**src/logic/nvs_pkg.sv**
```systemverilog
// Package for the serial nvSRAM command block: opcodes, sizes, timing.
// Assumes a single 10 MHz system clock in every user of the package.
package nvs_pkg;
    // ----------------------------------------------------------------
    // Array geometry
    // ----------------------------------------------------------------
    localparam int ADDR_W = 17;
    localparam logic [16:0] ADDR_TOP = 17'h1FFFF;
    localparam logic [16:0] ADDR_ZERO = 17'h00000;
    localparam logic [16:0] QUARTER_BASE = 17'h18000;
    localparam logic [16:0] HALF_BASE = 17'h10000;
    // ----------------------------------------------------------------
    // Special opcodes
    // ----------------------------------------------------------------
    localparam logic [7:0] OP_SAVE = 8'h3C;
    localparam logic [7:0] OP_RESTORE = 8'h60;
    localparam logic [7:0] OP_AUTOSAVE_ON = 8'h59;
    localparam logic [7:0] OP_AUTOSAVE_OFF = 8'h19;
    // ----------------------------------------------------------------
    // Timing: sequence processing time in ns and in cycles
    // ----------------------------------------------------------------
    localparam int CLK_PERIOD_NS = 100;
    localparam int SEQ_PROCESS_NS = 500;
    localparam int SEQ_PROCESS_CYC =
        (SEQ_PROCESS_NS + CLK_PERIOD_NS - 1) / CLK_PERIOD_NS;
    localparam logic AUTOSAVE_RESET = 1'b1;
    localparam logic WRITE_LATCH_RESET = 1'b0;
    localparam int FIFO_DEPTH = 16;
    // Engine states
    typedef enum logic [2:0] {
        ST_IDLE, ST_OPCODE, ST_ADDR, ST_DUMMY, ST_READ, ST_WRITE,
        ST_SKIP
    } nvs_state_t;
endpackage

```
**src/logic/nvs_spi_cmd.sv**
```systemverilog
// Serial command engine of a 128K x 8 nonvolatile SRAM.
// Assumes SPI pins arrive asynchronously and are oversampled by CLOCK;
// the array sits outside behind a byte read/write port.
`timescale 1ns/100ps
// Functional notes
// Read: opcode, three address bytes, top bit.
// Read data shifted out MSB first, falling.
// Input after last read address bit ignored.
// Read bursts increment, wrap top to zero.
// Host keeps read slow; single byte ends.
// Fast read adds one dummy byte.
// Host may clock fast read faster.
// Fast read increments, wraps, ends anytime.
// Host sets write latch before writing.
// Write: opcode, address, then data bytes.
// Write bursts go to successive wrapping addresses.
// Write latch cleared when write completes.
// Protected addresses skipped, increment continues.
// Opcode 3C starts software save.
// Save runs even without prior writes.
// Opcode 60 restore, needs write latch.
// Opcode 59 enables automatic save.
// Opcode 19 disables automatic save.
// Automatic save enabled after reset.
// Autosave commands busy for processing time.
// Special commands need latch, cleared on deselect.
// Latch clear ignores command until deselect.
// Busy flag raised during save or restore.
// No array access while busy.
// Protect bits select none, quarter, half, all.
// Bits sampled on rising serial clock.
// Read, fast read, write opcodes configurable.
module nvs_spi_cmd
    import nvs_pkg::*;
#(
    parameter logic [7:0] OP_READ = 8'h03,
    parameter logic [7:0] OP_FAST_READ = 8'h0B,
    parameter logic [7:0] OP_WRITE = 8'h02,
    parameter logic [7:0] OP_SET_LATCH = 8'h06
) (
    // Clock and reset
    input wire logic CLOCK,
    input wire logic NRST,
    // SPI pins
    input wire logic CS_N,
    input wire logic SCK,
    input wire logic SI,
    output logic SO,
    output logic SO_OE_N,
    // Protection and status
    input wire logic BLOCK_PROTECT_LO,
    input wire logic BLOCK_PROTECT_HI,
    input wire logic NV_DONE,
    output logic WRITE_LATCH,
    output logic AUTOSAVE_EN,
    output logic BUSY,
    output logic SAVE_REQ,
    output logic RESTORE_REQ,
    // Array port
    output logic [16:0] MEM_ADDR,
    output logic MEM_RD,
    input wire logic [7:0] MEM_RDATA,
    output logic MEM_WR,
    output logic [16:0] MEM_WADDR,
    output logic [7:0] MEM_WDATA,
    input wire logic MEM_WREADY
);
    initial
    begin
        if (OP_READ == OP_WRITE || OP_READ == OP_FAST_READ)
            $error("nvs_spi_cmd opcodes must differ");
        if (SEQ_PROCESS_CYC < 1 || SEQ_PROCESS_CYC > 15)
            $error("nvs_spi_cmd sequence time exceeds its counter");
    end
    // ----------------------------------------------------------------
    // Pin synchronisers and edge detection
    // ----------------------------------------------------------------
    logic [1:0] cs_s_q;
    logic [1:0] sck_s_q;
    logic [1:0] si_s_q;
    logic cs_d1_q;
    logic sck_d1_q;
    logic cs_n;
    logic sck_rise;
    logic sck_fall;
    logic cs_rise;
    always_ff @(posedge CLOCK or negedge NRST)
    begin
        if (!NRST)
        begin
            cs_s_q <= 2'h3;
            sck_s_q <= 2'h0;
            si_s_q <= 2'h0;
            cs_d1_q <= 1'b1;
            sck_d1_q <= 1'b0;
        end
        else
        begin
            cs_s_q <= {cs_s_q[0], CS_N};
            sck_s_q <= {sck_s_q[0], SCK};
            si_s_q <= {si_s_q[0], SI};
            cs_d1_q <= cs_s_q[1];
            sck_d1_q <= sck_s_q[1];
        end
    end
    assign cs_n = cs_s_q[1];
    assign sck_rise = !cs_n && sck_s_q[1] && !sck_d1_q;
    assign sck_fall = !cs_n && !sck_s_q[1] && sck_d1_q;
    assign cs_rise = cs_n && !cs_d1_q;
    // ----------------------------------------------------------------
    // Bit and byte assembly
    // ----------------------------------------------------------------
    logic [2:0] bit_q;
    logic [7:0] sh_q;
    logic [7:0] byte_in;
    logic byte_done;
    assign byte_in = {sh_q[6:0], si_s_q[1]};
    assign byte_done = sck_rise && bit_q == 3'h7;
    always_ff @(posedge CLOCK or negedge NRST)
    begin
        if (!NRST)
        begin
            bit_q <= 3'h0;
            sh_q <= 8'h00;
        end
        else if (cs_n)
            bit_q <= 3'h0;
        else if (sck_rise)
        begin
            bit_q <= bit_q + 3'h1;
            sh_q <= byte_in;
        end
    end
    // ----------------------------------------------------------------
    // Protection decode
    // ----------------------------------------------------------------
    function automatic logic prot(input logic [16:0] a,
        input logic hi, input logic lo);
        case ({hi, lo})
            2'h0: prot = 1'b0;
            2'h1: prot = a >= QUARTER_BASE;
            2'h2: prot = a >= HALF_BASE;
            default: prot = 1'b1;
        endcase
    endfunction
    // ----------------------------------------------------------------
    // Command state machine
    // ----------------------------------------------------------------
    nvs_state_t st_q;
    logic [1:0] acnt_q;
    logic [16:0] addr_q;
    logic is_read_q;
    logic is_fast_q;
    logic [7:0] pend_q;
    logic wrote_q;
    logic fifo_ready;
    logic busy_now;
    assign busy_now = BUSY;
    always_ff @(posedge CLOCK or negedge NRST)
    begin
        if (!NRST)
        begin
            st_q <= ST_IDLE;
            acnt_q <= 2'h0;
            addr_q <= ADDR_ZERO;
            is_read_q <= 1'b0;
            is_fast_q <= 1'b0;
            pend_q <= 8'h00;
            wrote_q <= 1'b0;
        end
        else if (cs_n)
        begin
            st_q <= ST_IDLE;
            acnt_q <= 2'h0;
        end
        else if (byte_done)
        begin
            case (st_q)
                ST_IDLE, ST_OPCODE:
                begin
                    pend_q <= byte_in;
                    wrote_q <= 1'b0;
                    is_fast_q <= byte_in == OP_FAST_READ;
                    is_read_q <= byte_in == OP_READ ||
                        byte_in == OP_FAST_READ;
                    if (busy_now)
                        st_q <= ST_SKIP;
                    else if (byte_in == OP_READ ||
                        byte_in == OP_FAST_READ)
                        st_q <= ST_ADDR;
                    else if (byte_in == OP_WRITE && WRITE_LATCH)
                        st_q <= ST_ADDR;
                    else
                        st_q <= ST_SKIP;
                end
                ST_ADDR:
                begin
                    acnt_q <= acnt_q + 2'h1;
                    case (acnt_q)
                        2'h0: addr_q[16] <= byte_in[0];
                        2'h1: addr_q[15:8] <= byte_in;
                        default: addr_q[7:0] <= byte_in;
                    endcase
                    if (acnt_q == 2'h2)
                        st_q <= !is_read_q ? ST_WRITE :
                            (is_fast_q ? ST_DUMMY : ST_READ);
                end
                ST_DUMMY:
                    st_q <= ST_READ;
                // Advance at last rise, array settles before next fall
                ST_READ:
                    addr_q <= addr_q == ADDR_TOP ? ADDR_ZERO
                        : addr_q + 17'h1;
                ST_WRITE:
                begin
                    wrote_q <= 1'b1;
                    addr_q <= addr_q == ADDR_TOP ? ADDR_ZERO
                        : addr_q + 17'h1;
                end
                ST_SKIP:
                    st_q <= ST_SKIP;
                default:
                    st_q <= ST_IDLE;
            endcase
        end
    end
    // ----------------------------------------------------------------
    // Read data path: fetch byte, shift MSB first on falling edge
    // ----------------------------------------------------------------
    logic [7:0] out_q;
    logic so_q;
    logic so_oe_n_q;
    always_ff @(posedge CLOCK or negedge NRST)
    begin
        if (!NRST)
        begin
            out_q <= 8'h00;
            so_q <= 1'b0;
            so_oe_n_q <= 1'b1;
        end
        else if (st_q != ST_READ || cs_n)
            so_oe_n_q <= 1'b1;
        else if (sck_fall)
        begin
            so_oe_n_q <= 1'b0;
            if (bit_q == 3'h0)
            begin
                so_q <= MEM_RDATA[7];
                out_q <= {MEM_RDATA[6:0], 1'b0};
            end
            else
            begin
                so_q <= out_q[7];
                out_q <= {out_q[6:0], 1'b0};
            end
        end
    end
    assign SO = so_q;
    assign SO_OE_N = so_oe_n_q;
    // Array read address tracks the burst pointer
    logic [16:0] mem_addr_q;
    logic mem_rd_q;
    always_ff @(posedge CLOCK or negedge NRST)
    begin
        if (!NRST)
        begin
            mem_addr_q <= ADDR_ZERO;
            mem_rd_q <= 1'b0;
        end
        else
        begin
            mem_addr_q <= addr_q;
            mem_rd_q <= st_q == ST_READ && !cs_n;
        end
    end
    assign MEM_ADDR = mem_addr_q;
    assign MEM_RD = mem_rd_q;
    // ----------------------------------------------------------------
    // Write data path through the FIFO, protected bytes dropped
    // ----------------------------------------------------------------
    logic push;
    logic f_valid;
    logic [24:0] f_data;
    assign push = st_q == ST_WRITE && byte_done &&
        !prot(addr_q, BLOCK_PROTECT_HI, BLOCK_PROTECT_LO);
    nvs_fifo #(.WIDTH(25), .DEPTH(FIFO_DEPTH)) u_fifo (
        .clk(CLOCK),
        .nrst(NRST),
        .in_valid(push),
        .in_ready(fifo_ready),
        .in_data({addr_q, byte_in}),
        .out_valid(f_valid),
        .out_ready(MEM_WREADY && !MEM_WR),
        .out_data(f_data)
    );
    logic mem_wr_q;
    logic [24:0] wr_hold_q;
    always_ff @(posedge CLOCK or negedge NRST)
    begin
        if (!NRST)
        begin
            mem_wr_q <= 1'b0;
            wr_hold_q <= '0;
        end
        else
        begin
            mem_wr_q <= f_valid && MEM_WREADY && !mem_wr_q;
            if (f_valid && MEM_WREADY && !mem_wr_q)
                wr_hold_q <= f_data;
        end
    end
    assign MEM_WR = mem_wr_q;
    assign MEM_WADDR = wr_hold_q[24:8];
    assign MEM_WDATA = wr_hold_q[7:0];
    // ----------------------------------------------------------------
    // Write latch, autosave setting, special commands on deselect
    // ----------------------------------------------------------------
    logic latch_q;
    logic auto_q;
    logic save_q;
    logic restore_q;
    logic nv_busy_q;
    logic [3:0] seq_cnt_q;
    logic special;
    assign special = pend_q == OP_SAVE || pend_q == OP_RESTORE ||
        pend_q == OP_AUTOSAVE_ON || pend_q == OP_AUTOSAVE_OFF;
    always_ff @(posedge CLOCK or negedge NRST)
    begin
        if (!NRST)
        begin
            latch_q <= WRITE_LATCH_RESET;
            auto_q <= AUTOSAVE_RESET;
            save_q <= 1'b0;
            restore_q <= 1'b0;
            nv_busy_q <= 1'b0;
            seq_cnt_q <= 4'h0;
        end
        else
        begin
            save_q <= 1'b0;
            restore_q <= 1'b0;
            if (seq_cnt_q != 4'h0)
                seq_cnt_q <= seq_cnt_q - 4'h1;
            if (NV_DONE)
                nv_busy_q <= 1'b0;
            if (cs_rise && st_q == ST_SKIP && !BUSY)
            begin
                if (pend_q == OP_SET_LATCH)
                    latch_q <= 1'b1;
                else if (special && latch_q)
                begin
                    latch_q <= 1'b0;
                    if (pend_q == OP_SAVE)
                    begin
                        save_q <= 1'b1;
                        nv_busy_q <= 1'b1;
                    end
                    else if (pend_q == OP_RESTORE)
                    begin
                        restore_q <= 1'b1;
                        nv_busy_q <= 1'b1;
                    end
                    else
                    begin
                        auto_q <= pend_q == OP_AUTOSAVE_ON;
                        seq_cnt_q <= 4'(SEQ_PROCESS_CYC);
                    end
                end
            end
            else if (cs_rise && st_q == ST_WRITE && wrote_q)
                latch_q <= 1'b0;
        end
    end
    assign WRITE_LATCH = latch_q;
    assign AUTOSAVE_EN = auto_q;
    assign SAVE_REQ = save_q;
    assign RESTORE_REQ = restore_q;
    // Busy covers nonvolatile cycles and sequence processing
    logic busy_q;
    always_ff @(posedge CLOCK or negedge NRST)
    begin
        if (!NRST)
            busy_q <= 1'b0;
        else
            busy_q <= nv_busy_q || seq_cnt_q != 4'h0 || save_q ||
                restore_q || !fifo_ready;
    end
    assign BUSY = busy_q;
endmodule

```
**src/logic/nvs_fifo.sv**
```systemverilog
// Synchronous FIFO carrying write bytes toward the array port.
// Assumes one clock; both sides use valid/ready handshakes.
`timescale 1ns/100ps
module nvs_fifo #(
    parameter int WIDTH = 25,
    parameter int DEPTH = 16
) (
    // Clock and reset
    input wire logic clk,
    input wire logic nrst,
    // Fill side
    input wire logic in_valid,
    output logic in_ready,
    input wire logic [WIDTH-1:0] in_data,
    // Drain side
    output logic out_valid,
    input wire logic out_ready,
    output logic [WIDTH-1:0] out_data
);
    localparam int AW = $clog2(DEPTH);
    initial
    begin
        if (DEPTH < 2 || (1 << AW) != DEPTH)
            $error("nvs_fifo depth must be a power of two");
    end
    logic [WIDTH-1:0] mem [DEPTH];
    logic [AW:0] wr_q;
    logic [AW:0] rd_q;
    logic push;
    logic pop;
    // Honest flags from pointer compare
    assign out_valid = wr_q != rd_q;
    assign in_ready = (wr_q[AW] == rd_q[AW]) || (wr_q[AW-1:0] != rd_q[AW-1:0]);
    assign push = in_valid && in_ready;
    assign pop = out_valid && out_ready;
    assign out_data = mem[rd_q[AW-1:0]];
    // Pointers
    always_ff @(posedge clk or negedge nrst)
    begin
        if (!nrst)
        begin
            wr_q <= '0;
            rd_q <= '0;
        end
        else
        begin
            if (push)
                wr_q <= wr_q + 1'b1;
            if (pop)
                rd_q <= rd_q + 1'b1;
        end
    end
    // Storage
    always_ff @(posedge clk)
    begin
        if (push)
            mem[wr_q[AW-1:0]] <= in_data;
    end
endmodule

```
**config.mk**
```make
export PLATFORM = sky130hd
export DESIGN_NAME = nvs_spi_cmd
export DESIGN_NICKNAME = d
export VERILOG_FILES = /design/src/logic/nvs_pkg.sv /design/src/logic/nvs_spi_cmd.sv /design/src/logic/nvs_fifo.sv
export SDC_FILE = /design/constraint.sdc
export NUM_CORES = 1
export LEC_CHECK = 0
export BUFFER_PORTS_ARGS = -buffer_cell sky130_fd_sc_hd__buf_2
export CORE_ASPECT_RATIO = 1.2
export CORE_UTILIZATION = 60
export DETAILED_ROUTE_END_ITERATION = 12
export PLACE_DENSITY_LB_ADDON = 0.15
export SLEW_MARGIN = 20
export SYNTH_ARGS = -nofsm -noshare
export SYNTH_HDL_FRONTEND = slang
export SYNTH_SLANG_ARGS = --single-unit
```
**constraint.sdc**
```tcl
create_clock -name CLOCK -period 4.9 [get_ports CLOCK]
set_input_delay 0.49 -clock CLOCK [delete_from_list [all_inputs] [get_ports CLOCK]]
set_output_delay 0.49 -clock CLOCK [all_outputs]
set_load 0.01 [all_outputs]
```
==> impl_metrics.tcl, run 1 <==
set metrics [dict create \
    ctsHoldBuffers 0 \
    grt_overflow_total 0 \
    vias_per_cell 6.24 \
    num_rows 74 \
    cts_setup_buffers 0 \
    ys_ff_latch 524 \
    p_leak_nw 8.04 \
    syn2layout_area_growth_pct 12.4 \
    ys_warn_count 0 \
    grtUsageTotal 0.275 \
    clockBufferDepth 3 \
    firstDrtPassIters 5 \
    cp.required_ps 5080 \
    min_period_ps 3320 \
    synth_cells 1229 \
    drt-total-wl_um 46300 \
    vias 11200 \
    relSlewSlack 0.316 \
    r2r_slack_ps 1580 \
    cts.sinks 524 \
    cts_tree "done" \
    power.switching_mw 3.21 \
    yosysUniqueCellTypes 61 \
    ys_seq_area_frac 0.727 \
    skew_ps 15.5 \
    p_int_mw 8.15 \
    postLayoutCoreUtil 0.686 \
    drc 0 \
    p_comb_frac 0.202 \
    avgRoutedWirePerCell_um 25.7 \
    final_hold_viol_count 9 \
    cts_resized 0 \
    cts_buffers 48 \
    nFillCells 2337 \
    grt_first_pass_wirelength_um 69900 \
    end_kind "register" \
    io_pins 68 \
    hp-class "input port to asynchronous set/reset pin" \
    avgSynthCellArea_sq_um 16.9 \
    drive_gt1_frac 0.231 \
    setup_violations 0 \
    synth_ff_type "edfxtp_1" \
    die-area_sq_um 35400 \
    slew_viol_final 0 \
    start_util 0.611 \
    place_area_sq_um 21800 \
    clk_pin_slew_ps 60 \
    worst_slack_ps 1580 \
    status "finished with violations" \
    grt_pass1_vias 11500 \
    dieWidth_um 172 \
    crit_fanout 25 \
    clkPwrFrac 0.329 \
    die-height_um 206 \
    pwr-share-seq 0.469 \
    tns_ps 0 \
    fmax_ghz 0.302 \
    htree_levels 2 \
    start_kind "register" \
    p_per_area_nw_per_um2 486 \
    drtAntennaViolNets 0 \
    hold_ws_ps -35.1 \
    vdd_drop_max_uv 393 \
    fin_cells 1803 \
    drv_cap 0 \
    synth_edf_count 400 \
    port_buffers 67 \
    grt_max_degree 154 \
    detailed_place_hpwl_um 26700 \
    place_ws_ps 1550 \
    fin_nets 1340 \
    tightest_slew_ps 1030 \
    synth_nets 1261 \
    antenna_found_initial 0 \
    fp.coreArea_sq_um 34100 \
    rsz0062_at_grt "no" \
    cts-root-buf "clkbuf_16" \
    cp.arrival_ps 3490 \
    violations "negative hold slack" \
    gp_congestion 0.830 \
    drt-initial-drc-count 1119 \
    finalCritPeriodShare 0.677 \
    syn_area_sq_um 20800 \
    clock_latency_ps 570 \
    fin_area_sq_um 23400 \
    dp_cells 1714 \
    critPathKind "register to register" \
    swShare 0.283 \
    async_flop_share 0.237 \
]
layer usage:
layer / wire length [um] / track usage
met4: 1450 / 0.102
met3: 2710 / 0.0416
met2: 23200 / 0.455
met5: 0 / 0
met1: 19000 / 0.373
synthesized netlist by cell type, types with 3 or more instances:
library cell,number,area [sq um]
a2111oi_0,25,219
a211oi_1,25,188
a21o_1,3,22.5
a21oi_1,75,375
a22o_1,12,105
and2_1,3,18.8
and3_1,4,25.0
buf_1,4,15.0
buf_2,15,75.1
buf_4,10,75.1
clkbuf_1,30,113
dfrtp_1,119,2980
dfstp_2,5,131
edfxtp_1,400,12000
ha_1,15,188
inv_1,24,90.1
mux2_2,33,372
mux2i_1,34,340
mux4_2,75,1690
nand2_1,65,244
nand2b_1,4,25.0
nand3_1,12,60.1
nand3b_1,5,37.5
nand4_1,7,43.8
nor2_1,60,225
nor2b_1,57,357
nor3_1,13,65.1
nor3b_1,3,22.5
nor4_1,3,18.8
o21ai_0,35,175
o22ai_1,3,18.8
xnor2_1,9,78.8
xor2_1,7,61.3
cells in the final DEF, fill, tap and decap left out, types with 19 or more instances in the layout:
master,count
edfxtp_1,400
inv_1,24
nor2b_1,57
a21oi_1,74
a211oi_1,25
clkbuf_16,49
nand2_1,65
dfrtp_1,115
a2111oi_0,25
mux4_2,75
o21ai_0,35
buf_4,19
nor2_1,47
mux2_2,33
mux2i_1,34
buf_2,66
power groups by stage:
stage	clock [mW]	sequential (mW)	combinational, mW
2_1_floorplan	0	5.28	1.68
5_1_grt	3.94	5.34	2.50
3_3_place_gp	0	5.40	2.29
3_5_place_dp	0	5.41	2.30
6_report	3.74	5.33	2.29
4_1_cts	3.78	5.32	2.32
per-stage QoR:
step / hold slack, ps / power [mW]
2_1_floorplan: 194 / 6.96
3_3_place_gp: 336 / 7.68
3_5_place_dp: 339 / 7.71
4_1_cts: 7.22 / 11.4
5_1_grt: 8.14 / 11.8
6_report: -35.1 / 11.4
registers in the layout (all words and copies together) (netlist names), 4 cells and up:
register     flops
pend_q           8
MEM_ADDR        17
u_fifo.mem     400
u_fifo.wr_q      5
sh_q             7
addr_q          17
out_q            7
wr_hold_q       25
seq_cnt_q        4
u_fifo.rd_q      5
final cells by class:
cell class	instances	area, sq um	area share
Antenna cell	1	2.50	0.000107
Clock buffer	65	1330	0.0567
Clock inverter	23	246	0.0105
Inverter	24	90.1	0.00385
Multi-Input combinational cell	617	5390	0.231
Sequential cell	524	15100	0.647
Tap cell	456	571	0.0244
Timing Repair Buffer	93	624	0.0267
cell families (layout without fill, tap and decap cells):
family	Yosys count	in the layout	share of synthesized area
other	0	1	0
DFF	524	524	0.727
buffers and inverters	88	205	0.0197
AOI/OAI and AO/OA	190	190	0.0583
and+or+nand+nor	254	254	0.0640
xor gates and xnor gates	16	16	0.00674
adders and majority gates	15	15	0.00902
muxes	142	142	0.115
final timing paths:
path,from,endpoint,cells past startpoint
max,bit_q[0],u_fifo.mem[3][22],7
min,NRST,addr_q[10],1
max reg2reg,bit_q[0],u_fifo.mem[3][22],7
min reg2reg,si_s_q[0],si_s_q[1],0
max in group asynchronous,NRST,u_fifo.rd_q[3],2
min in group CLOCK,CS_N,cs_s_q[0],1
critical path, stage by stage, from the launching register on:
cell and delay (ps):
dfrtp_1 380, ha_1 160, ha_1 160, and4bb_4 300, nand3_4 100, a211oi_4 480, or3b_1 540, nor2_4 790
Power figures use the tool's default switching activity.
==> run 2: changes to the inputs <==
--- a/config.mk
+++ b/config.mk
@@ -5,6 +5,7 @@
 export SDC_FILE = /design/constraint.sdc
 export NUM_CORES = 1
 export LEC_CHECK = 0
+export ABC_AREA = 1
 export BUFFER_PORTS_ARGS = -buffer_cell sky130_fd_sc_hd__buf_2
 export CORE_ASPECT_RATIO = 1.2
 export CORE_UTILIZATION = 60
==> constraint.sdc (replaced) <==
create_clock -name CLOCK -period 3.33 [get_ports CLOCK]
set_input_delay 0.333 -clock CLOCK [delete_from_list [all_inputs] [get_ports CLOCK]]
set_output_delay 0.333 -clock CLOCK [all_outputs]
set_load 0.01 [all_outputs]
==> run 2 against run 1 <==
The flow now finishes without violations. Global-route usage is 1.7 points higher. Design area grew 4.6%. Sequential share of layout area decreased by 2.9 points. Register-to-register slack got worse by 1000 ps. Synthesized cell count is 65% higher. Sequential power is 41% higher. Hold slack improved by 68 ps. Clock skew hardly changed. Critical endpoint is now u_fifo.mem[9][6].
==> impl_metrics.tcl, run 2 <==
set metrics [dict create \
    gp_congestion 0.868 \
    firstDrtPassIters 5 \
    avgRoutedWirePerCell_um 20.3 \
    die-area_sq_um 36900 \
    yosysTopAreaCellShare 0.553 \
    fin_area_sq_um 24500 \
    synth_edf_count 400 \
    ys_ff_latch 524 \
    status "finished, final reports clean" \
    num_rows 75 \
    end_kind "register" \
    cts_buffers 49 \
    slew_viol_final 0 \
    start_util 0.615 \
    relSlewSlack 0.221 \
    synth_area_leaders "edfxtp_1, dfrtp_1, nor2_1" \
    drc 0 \
    place_area_sq_um 22700 \
    cts_tree "done" \
    place_ws_ps 642 \
    synth_cells 2025 \
    worst_slack_ps 588 \
    cts-root-buf "clkbuf_16" \
    drt-total-wl_um 53100 \
    final_common_cell "nor2_1" \
    vias 14900 \
    syn_area_sq_um 21700 \
    antenna_found_initial 0 \
    grt_overflow_total 0 \
    layout_common_cells "nor2_1, edfxtp_1, nand2_1" \
    synth_ff_type "edfxtp_1" \
    p_leak_nw 10.1 \
    syn2layout_area_growth_pct 12.7 \
    cts.sinks 524 \
    synth_nets 2057 \
    vias_per_cell 5.70 \
    largest_reg_flops 400 \
    drtAntennaViolNets 0 \
    async_flop_share 0.237 \
    nFillCells 2545 \
    dp_cells 2514 \
    cp.required_ps 3560 \
    fp.coreArea_sq_um 35300 \
    avgSynthCellArea_sq_um 10.7 \
    pwr-share-seq 0.539 \
    hold_ws_ps 33.2 \
    grt_max_degree 159 \
    htree_levels 2 \
    p_per_area_nw_per_um2 569 \
    postLayoutCoreUtil 0.693 \
    detailed_place_hpwl_um 31600 \
    swShare 0.220 \
    p_comb_frac 0.049 \
    min_period_ps 2740 \
    critPathKind "register to register" \
    tightest_slew_ps 1170 \
    rsz0062_at_grt "no" \
    vdd_drop_max_uv 463 \
    grt_pass1_vias 14700 \
    fmax_ghz 0.365 \
    clock_latency_ps 570 \
    dieWidth_um 176 \
    grt_first_pass_wirelength_um 81000 \
    crit_fanout 23 \
    finalCritPeriodShare 0.823 \
    io_pins 68 \
    fin_nets 2141 \
    synthTopCellsByCount "nor2_1, edfxtp_1, nand2_1" \
    ys_seq_area_frac 0.697 \
    skew_ps 15.7 \
    ys_warn_count 0 \
    port_buffers 67 \
    fin_cells 2611 \
    hp-class "input port to register" \
    n_antenna_cell 0 \
    drt-initial-drc-count 1392 \
    clockBufferDepth 3 \
    drive_gt1_frac 0.114 \
    yosysUniqueCellTypes 42 \
    clk_pin_slew_ps 60 \
    clkPwrFrac 0.412 \
    setup_violations 0 \
    final_hold_viol_count 0 \
    start_kind "register" \
    power.switching_mw 3.06 \
    cp.arrival_ps 2980 \
    die-height_um 210 \
    drv_cap 0 \
    grtUsageTotal 0.293 \
    p_int_mw 10.9 \
    yosysMostFrequentCell "nor2_1" \
    synth.largest_area_cell "edfxtp_1" \
]
run 2: worst max-delay path: stages (launching register included):
cell	delay (ps)
dfrtp_1	360
ha_1	160
ha_1	190
inv_1	70
nor2_2	150
nand3_1	150
a21oi_1	290
nand2_1	80
buf_4	240
nor3_2	330
buf_4	370
run 2: path summary, 6_finish.rpt:
check                           slack (ps)  cells past startpoint               end          from
worst max-delay path                   590                     10  u_fifo.mem[9][6]      bit_q[1]
worst min-delay path                    30                      3          out_q[7]  MEM_RDATA[6]
worst max register to register         590                     10  u_fifo.mem[9][6]      bit_q[1]
worst min register to register         360                      0         si_s_q[1]     si_s_q[0]
max in group asynchronous             2100                      3       AUTOSAVE_EN          NRST
min in group asynchronous              410                      2          out_q[3]          NRST
run 2: power by group through the flow:
stage | Clock (mW) | Sequential, mW | Combinational, mW
floorplan | 0 | 7.62 | 0.286
global placement | 0 | 7.62 | 0.661
detailed placement | 0 | 7.63 | 0.678
CTS | 5.80 | 7.50 | 0.687
global route | 6.05 | 7.52 | 0.761
finish | 5.74 | 7.50 | 0.680
run 2: kinds of logic after synthesis:
group	count (synthesis)	share of synthesized area
adder cells (fa/ha/maj)	15	0.00865
AND/OR/NAND/NOR	991	0.183
buffers and inverters	200	0.0389
XOR/XNOR	12	0.00484
flip-flops	524	0.697
AO/OA/AOI/OAI	283	0.0677
run 2: layer usage:
layer	vias to the layer above	routed length (um)	global-route usage	share of wire
li1	6986	-	-	-
met1	7190	20800	0.378	0.39
met2	594	26300	0.495	0.50
met3	122	3710	0.0391	0.070
met4	0	2270	0.133	0.043
met5	-	0	0	0
run 2: cell type report:
cell class / instances / area (sq um) / share of cell area
Clock inverter: 28 / 298 / 0.0122
Sequential cell: 524 / 15100 / 0.618
Multi-Input combinational cell: 1301 / 5830 / 0.238
Clock buffer: 63 / 1360 / 0.0556
Timing Repair Buffer: 127 / 870 / 0.0355
Tap cell: 462 / 578 / 0.0236
Inverter: 106 / 402 / 0.0164
run 2: stage by stage:
step / power (mW) / TNS, ps
2_1_floorplan: 7.90 / -52000
3_3_place_gp: 8.29 / 0
3_5_place_dp: 8.30 / 0
4_1_cts: 14.0 / 0
5_1_grt: 14.3 / 0
6_report: 13.9 / 0
run 2: timing repair:
action | in CTS | in global routing
gates resized for setup | 0 | 0
buffers inserted | 0 | 0
hold buffers | 6 | 0
endpoints found under the hold margin | 78 | 0
